### config.mk
export PLATFORM = sky130hd
export DESIGN_NAME = ifr_top
export DESIGN_NICKNAME = d
export VERILOG_FILES = /design/src/design/ifr_pkg.sv /design/src/design/ifr_sync.sv /design/src/design/ifr_top.sv
export VERILOG_INCLUDE_DIRS = /design/src /design/src/design
export SDC_FILE = /design/constraint.sdc
export NUM_CORES = 1
export LEC_CHECK = 0
export BUFFER_PORTS_ARGS = -buffer_cell sky130_fd_sc_hd__buf_2
export CORE_UTILIZATION = 40
export CTS_CLUSTER_SIZE = 24
export DETAILED_ROUTE_END_ITERATION = 8
export GPL_TIMING_DRIVEN = 0
export PLACE_DENSITY = 0.57
export SLEW_MARGIN = 0
export SYNTH_ARGS = -nofsm -noshare
export SYNTH_HDL_FRONTEND = slang
export SYNTH_SLANG_ARGS = --single-unit
### constraint.sdc
create_clock -name i_sys_clk -period 5.15 [get_ports i_sys_clk]
set_input_delay 0.515 -clock i_sys_clk [delete_from_list [all_inputs] [get_ports i_sys_clk]]
set_output_delay 0.515 -clock i_sys_clk [all_outputs]
set_load 0.02 [all_outputs]
### src/design/ifr_consts.svh
`ifndef IFR_CONSTS_SVH
`define IFR_CONSTS_SVH

// byte offsets of the register map
`define IFR_OFF_ENABLE      5'h08
`define IFR_OFF_ROUTE       5'h0C
`define IFR_OFF_PENDING     5'h10
`define IFR_OFF_TEST_SEL    5'h18
`define IFR_OFF_TEST_SRC    5'h1C

// field positions and source count
`define IFR_SWI_BIT         23
`define IFR_TEST_SEL_BIT    0
`define IFR_NUM_SRC         24

// reset values
`define IFR_RST_ENABLE      24'h000000
`define IFR_RST_ROUTE       24'h000000
`define IFR_RST_PENDING     24'h000000
`define IFR_RST_TEST_SEL    1'h0
`define IFR_RST_TEST_SRC    24'h000000

// synchroniser depth on the request inputs
`define IFR_SYNC_STAGES     2

`endif

### src/design/ifr_pkg.sv
package ifr_pkg;

    typedef enum logic {
        IFR_ST_IDLE,
        IFR_ST_HELD
    } ifr_bus_state_t;

    typedef logic [23:0] ifr_word_t;
    typedef logic [2:0]  ifr_addr_t;

endpackage

### src/design/ifr_sync.sv
`timescale 1ns/1ps
`include "ifr_consts.svh"

module ifr_sync #(
    parameter int WIDTH = `IFR_NUM_SRC
) (
    input  wire logic             i_sys_clk,
    input  wire logic             i_resetn,
    input  wire logic [WIDTH-1:0] i_async,
    output logic      [WIDTH-1:0] o_sync
);

    // one two-stage chain per bit; the first stage feeds only the second
    genvar g;
    generate
        for (g = 0; g < WIDTH; g = g + 1) begin : g_bit
            logic meta_reg;
            logic stable_reg;
            always_ff @(posedge i_sys_clk or negedge i_resetn) begin
                if (!i_resetn) begin
                    meta_reg   <= 1'b0;
                    stable_reg <= 1'b0;
                end else begin
                    meta_reg   <= i_async[g];
                    stable_reg <= meta_reg;
                end
            end
            assign o_sync[g] = stable_reg;
        end
    endgenerate

endmodule

### src/design/ifr_top.sv
`timescale 1ns/1ps
`include "ifr_consts.svh"

module ifr_top #(
    parameter int NUM_SRC = `IFR_NUM_SRC,
    parameter int SWI_BIT = `IFR_SWI_BIT
) (
    input  wire logic                  i_sys_clk,
    input  wire logic                  i_resetn,
    input  wire logic                  i_periph_sel,
    input  wire logic                  i_periph_strobe,
    input  wire logic                  i_periph_write,
    input  wire ifr_pkg::ifr_addr_t    i_periph_addr,
    input  wire ifr_pkg::ifr_word_t    i_periph_data,
    output ifr_pkg::ifr_word_t         o_periph_data,
    output logic                       o_periph_data_oe,
    input  wire logic [NUM_SRC-1:0]    i_int_request,
    output logic                       o_normal_request_n,
    output logic                       o_fast_request_n
);
    import ifr_pkg::*;

    localparam logic [4:0] OFF_ENABLE   = `IFR_OFF_ENABLE;
    localparam logic [4:0] OFF_ROUTE    = `IFR_OFF_ROUTE;
    localparam logic [4:0] OFF_PENDING  = `IFR_OFF_PENDING;
    localparam logic [4:0] OFF_TEST_SEL = `IFR_OFF_TEST_SEL;
    localparam logic [4:0] OFF_TEST_SRC = `IFR_OFF_TEST_SRC;

    // registers, and the combinational bus_state_next
    logic [NUM_SRC-1:0] source_enable_reg;
    logic [NUM_SRC-1:0] route_select_reg;
    logic [NUM_SRC-1:0] pending_view_reg;
    logic               test_input_select_reg;
    logic [NUM_SRC-1:0] test_source_levels_reg;
    ifr_bus_state_t     bus_state_reg;
    ifr_bus_state_t     bus_state_next;
    ifr_word_t          rdata_reg;
    logic               rdata_oe_reg;
    logic               normal_req_n_reg;
    logic               fast_req_n_reg;

    // combinational
    logic [NUM_SRC-1:0] ext_levels;
    logic [NUM_SRC-1:0] raw_levels;
    logic [NUM_SRC-1:0] src_levels;
    logic [NUM_SRC-1:0] pending_next;
    logic               normal_req_n_next;
    logic               fast_req_n_next;
    logic               access;
    logic               wr_take;
    logic               rd_active;
    logic               sel_enable;
    logic               sel_route;
    logic               sel_pending;
    logic               sel_test_sel;
    logic               sel_test_src;
    ifr_word_t          rdata_next;

    // request inputs come from other logic that may not share this clock
    ifr_sync #(
        .WIDTH (NUM_SRC)
    ) u_sync (
        .i_sys_clk (i_sys_clk),
        .i_resetn  (i_resetn),
        .i_async   (i_int_request),
        .o_sync    (ext_levels)
    );

    // source selection and gating
    assign raw_levels   = test_input_select_reg ? test_source_levels_reg
                                                : ext_levels;
    // software source stays active in both modes, so only its enable matters
    genvar g;
    generate
        for (g = 0; g < NUM_SRC; g = g + 1) begin : g_src
            if (g == SWI_BIT) begin : g_swi
                assign src_levels[g] = 1'b1;
            end else begin : g_ext
                assign src_levels[g] = raw_levels[g];
            end
        end
    endgenerate

    assign pending_next      = src_levels & source_enable_reg;
    // plain wired-or per output: no ordering between sources
    assign normal_req_n_next = ~|(pending_next & ~route_select_reg);
    assign fast_req_n_next   = ~|(pending_next & route_select_reg);

    // bus decode
    assign access       = i_periph_sel & i_periph_strobe;
    assign wr_take      = access & i_periph_write & (bus_state_reg == IFR_ST_IDLE);
    assign rd_active    = access & ~i_periph_write;
    assign sel_enable   = (i_periph_addr == OFF_ENABLE[4:2]);
    assign sel_route    = (i_periph_addr == OFF_ROUTE[4:2]);
    assign sel_pending  = (i_periph_addr == OFF_PENDING[4:2]);
    assign sel_test_sel = (i_periph_addr == OFF_TEST_SEL[4:2]);
    assign sel_test_src = (i_periph_addr == OFF_TEST_SRC[4:2]);

    // write-only and unmapped words read back as zero
    assign rdata_next = sel_enable  ? ifr_word_t'(source_enable_reg) :
                        sel_route   ? ifr_word_t'(route_select_reg)  :
                        sel_pending ? ifr_word_t'(pending_view_reg)  :
                                      24'h000000;

    // one write per strobe: a long strobe must not repeat the store
    always_comb begin
        bus_state_next = bus_state_reg;
        case (bus_state_reg)
            IFR_ST_IDLE: begin
                if (access) begin
                    bus_state_next = IFR_ST_HELD;
                end
            end
            IFR_ST_HELD: begin
                if (!access) begin
                    bus_state_next = IFR_ST_IDLE;
                end
            end
            default: begin
                bus_state_next = IFR_ST_IDLE;
            end
        endcase
    end

    always_ff @(posedge i_sys_clk or negedge i_resetn) begin
        if (!i_resetn) begin
            bus_state_reg <= IFR_ST_IDLE;
        end else begin
            bus_state_reg <= bus_state_next;
        end
    end

    always_ff @(posedge i_sys_clk or negedge i_resetn) begin
        if (!i_resetn) begin
            source_enable_reg <= `IFR_RST_ENABLE;
        end else if (wr_take && sel_enable) begin
            source_enable_reg <= i_periph_data[NUM_SRC-1:0];
        end
    end

    always_ff @(posedge i_sys_clk or negedge i_resetn) begin
        if (!i_resetn) begin
            route_select_reg <= `IFR_RST_ROUTE;
        end else if (wr_take && sel_route) begin
            route_select_reg <= i_periph_data[NUM_SRC-1:0];
        end
    end

    always_ff @(posedge i_sys_clk or negedge i_resetn) begin
        if (!i_resetn) begin
            test_input_select_reg <= `IFR_RST_TEST_SEL;
        end else if (wr_take && sel_test_sel) begin
            test_input_select_reg <= i_periph_data[`IFR_TEST_SEL_BIT];
        end
    end

    always_ff @(posedge i_sys_clk or negedge i_resetn) begin
        if (!i_resetn) begin
            test_source_levels_reg <= `IFR_RST_TEST_SRC;
        end else if (wr_take && sel_test_src) begin
            test_source_levels_reg <= i_periph_data[NUM_SRC-1:0];
        end
    end

    // status and request outputs from the same cycle's view
    always_ff @(posedge i_sys_clk or negedge i_resetn) begin
        if (!i_resetn) begin
            pending_view_reg <= `IFR_RST_PENDING;
            normal_req_n_reg <= 1'b1;
            fast_req_n_reg   <= 1'b1;
        end else begin
            pending_view_reg <= pending_next;
            normal_req_n_reg <= normal_req_n_next;
            fast_req_n_reg   <= fast_req_n_next;
        end
    end

    // read data refreshed every cycle of a read so status is live
    always_ff @(posedge i_sys_clk or negedge i_resetn) begin
        if (!i_resetn) begin
            rdata_reg    <= 24'h000000;
            rdata_oe_reg <= 1'b0;
        end else begin
            rdata_oe_reg <= rd_active;
            if (rd_active) begin
                rdata_reg <= rdata_next;
            end else begin
                rdata_reg <= 24'h000000;
            end
        end
    end

    assign o_periph_data      = rdata_reg;
    assign o_periph_data_oe   = rdata_oe_reg;
    assign o_normal_request_n = normal_req_n_reg;
    assign o_fast_request_n   = fast_req_n_reg;

endmodule

==> results.md <==
* LEAKAGE at 0.00365 µW
* Syn_area_per_cell at 13.3 µm²
* Total power at 3300 µW
* Clock Skews at 0.00893 ns
* Simple-gate portion of the synthesized area at 0.0592
* Status: finished, final reports clean
* Top FF cell, synth: dfrtp_1
* Antenna violations before repair at 0
* Setup Fix Bufs, Post-CTS at 0
* Synth Area in Adders at 0
* Post-synthesis mux area share at 0.161
* Async SR Flop Fraction at 1.00
* Top-area cell type share of the netlist area at 0.650
* TritonCTS Buffers at 17
* Top cells by area, synth: dfrtp_1 (65%), mux2_2 (13%), a21oi_1 (3.7%)
* Number of fill cells at 1421
* Initial Utilization at 0.409
* RR Startpoint: test_input_select_reg$_DFFE_PN0P_
* CTS resizes at 0
* Syn_nets at 541
* Drt via density at 4.97
* WHS at 0.186 ns
* Crit share post-route at 0.465
* Vias post-DR at 4056
* Root Driver: clkbuf_16
* Startpoint types: flop
* R2r setup slk at 2.76 ns
* VDD IR max at 244 µV
* Worst R2R Path Depth at 7
* Post-synth EDFFs at 0
* GRT overflow at 0
* Crit end category: flop
* Unrepaired setup endpoints after global routing: false
* Critical Path Max Stage Delay at 0.57 ns
* Slew margin rel. at 0.408
* Cells on Worst Hold Path at 1
* Register area share after synthesis at 0.658
* Die Span Y at 129 µm
* Pwr Density at 423 nW/µm²
* N_diodes at 0
* Min-Delay Endpoint: u_sync.g_bit[2].meta_reg$_DFF_PN0_
* Number of global-route vias before repair at 4239
* Htree depth at 4
* Routed WL at 15.0 mm
* Core area at 15800 µm²
* Most frequent cells after synthesis: dfrtp_1 (168), mux2_2 (72), a21oi_1 (48), nor2_1 (28), inv_1 (27)
* Worst reg2reg endpoint: o_normal_request_n$_DFF_PN1_
* Post-CTS Hold Fix Bufs at 1
* Largest net degree at the start of global routing at 119
* Yosys warns at 0
* Post-Syn Area at 6470 µm²
* Main combinational cell family by area after synthesis: multiplexers
* Min Tclk post-route at 2.39 ns
* Clock sink count at 170
* CTS clock-pin slew for the worst setup and hold paths at 0.07 ns
* Final setup fails at 0
* Cells after DPL at 783
* ANT nets after route at 0
* Register bit total from synthesis at 170
* Post-DP HPWL at 10.0 mm
* Synth area leader: dfrtp_1
* Max-cap viol count at 0
* Synth Area in Compound Gates at 0.0863
* Die width at 129 µm
* Max clock buf depth at 2
* All-Layer GR Usage at 0.195
* Final count of pins violating max slew at 0
* Die area at 16700 µm²
* Fmax at 418 MHz
* DRC Markers at 0
* Storage element area at 4260 µm²
* Clk_lat worst skew at 0.43 ns
* Multi-input gate area at 1980 µm²
* Synth cell types at 35
* Crit path required time at 5.50 ns
* Worst Tran Pin Value at 0.889 ns
* Kind of critical path: reg -> reg
* Cell Chain, Critical Path: buf_6 -> buf_8 -> mux2i_1 -> o32ai_1 -> a221o_1 -> a2111oi_0 -> and4_1
* Area Overhead vs Synth at 20.8%
* Min-delay src: i_int_request[2]
* HP Class: in -> reg
* Setup total negative slack at 0 ns
* Share of cells above drive strength 1 at 0.323
* Global-route wire length before repair at 23.2 mm
* Port Buf Inserts at 81
* Final hold viol count at 0
* Critical-path top delay cell: a2111oi_0
* IO Count at 83
* Critical Path Fanout Max at 10
* Drt first pass iters at 4
* Routability cong. at 0.803
* Iter 0 DRT Violations at 320
* FP Rows at 46
* CTS tree: done
* Cells after Synth at 485
* Drt wl/cell at 18.4 µm
* Most common cell in the synthesized netlist: dfrtp_1
* Final net count at 643
* Non-filler cells, final at 816
* Arr. time, crit path at 2.75 ns
* XOR/XNOR share of the synthesized area at 0
-- cell type report --
| class | instances | share of cell area |
|---|---|---|
| Tap cell | 216 | 0.0346 |
| Multi-Input combinational cell | 266 | 0.254 |
| Clock buffer | 21 | 0.0577 |
| Inverter | 27 | 0.0130 |
| Buffer | 22 | 0.0165 |
| Sequential cell | 170 | 0.545 |
| Clock inverter | 11 | 0.0218 |
| Timing Repair Buffer | 83 | 0.0580 |
-- critical path: cells and delay by family, from the launching register on --
family | cells | cell delay [ns]
buffers and inverters | 2 | 0.34
flip-flops | 1 | 0.36
AO/OA/AOI/OAI | 3 | 1.05
multiplexers | 1 | 0.24
AND/OR/NAND/NOR | 1 | 0.32
-- cell usage in the layout, fill, tap and decap left out, types with 3 or more instances in the layout --
cell type / synthesis / routed
dfrtp_1: 168 / 168
buf_2: 3 / 83
mux2_2: 72 / 72
a21oi_1: 48 / 48
nor2_1: 28 / 28
inv_1: 27 / 27
o21ai_0: 24 / 24
mux2i_1: 23 / 23
nor2b_1: 20 / 20
clkbuf_16: 0 / 17
clkbuf_1: 13 / 16
nand2_1: 9 / 9
a22oi_1: 6 / 6
a221oi_1: 5 / 5
a22o_1: 4 / 4
bufinv_16: 0 / 4
nand2b_1: 3 / 3
o22ai_1: 3 / 3
nand3_1: 3 / 3
clkinvlp_4: 0 / 3
-- routing by layer --
metal / up-vias / global-route usage / share of wire
met5: - / 0 / 0
met3: 21 / 0.0541 / 0.054
met4: 0 / 0.0817 / 0.017
li1: 1882 / - / -
met1: 2044 / 0.243 / 0.43
met2: 109 / 0.321 / 0.50
-- how the worst max path moves through the flow --
stage | from | end | cells past startpoint
3_3_place_gp | i_resetn | u_sync.g_bit[2].meta_reg$_DFF_PN0_ | 1
4_1_cts | test_input_select_reg$_DFFE_PN0P_ | o_normal_request_n$_DFF_PN1_ | 7
3_5_place_dp | i_periph_addr[0] | o_periph_data[6]$_DFF_PN0_ | 6
5_1_grt | test_input_select_reg$_DFFE_PN0P_ | o_normal_request_n$_DFF_PN1_ | 7
2_1_floorplan | i_periph_addr[2] | source_enable_reg[0]$_DFFE_PN0P_ | 7
6_report | test_input_select_reg$_DFFE_PN0P_ | o_normal_request_n$_DFF_PN1_ | 7
-- kinds of logic (layout without fill, tap and decap cells) --
group                  after synthesis  count (layout)
and+or+nand+nor                     75              75
muxes                               95              95
AOI/OAI and AO/OA                   96              96
DFF                                170             170
buffers and inverters               49             164
-- report_power, final --
| group | leakage (µW) | total [µW] | switching [µW] | internal (µW) |
|---|---|---|---|---|
| Combinational | 0.00118 | 397 | 209 | 188 |
| Sequential | 0.00218 | 1570 | 82.1 | 1490 |
| Clock | 0.000293 | 1340 | 512 | 824 |
| Total | 0.00365 | 3300 | 803 | 2500 |
-- stage by stage --
step / utilization / worst slack, ns / area, µm²
6_report: 0.494 / 2.76 / 7810
5_1_grt: 0.494 / 2.68 / 7810
4_1_cts: 0.494 / 2.71 / 7810
3_5_place_dp: 0.454 / 2.67 / 7180
3_3_place_gp: 0.451 / 1.01 / 7140
2_1_floorplan: - / 3.20 / 6470
(Power assumes the default switching activity.)
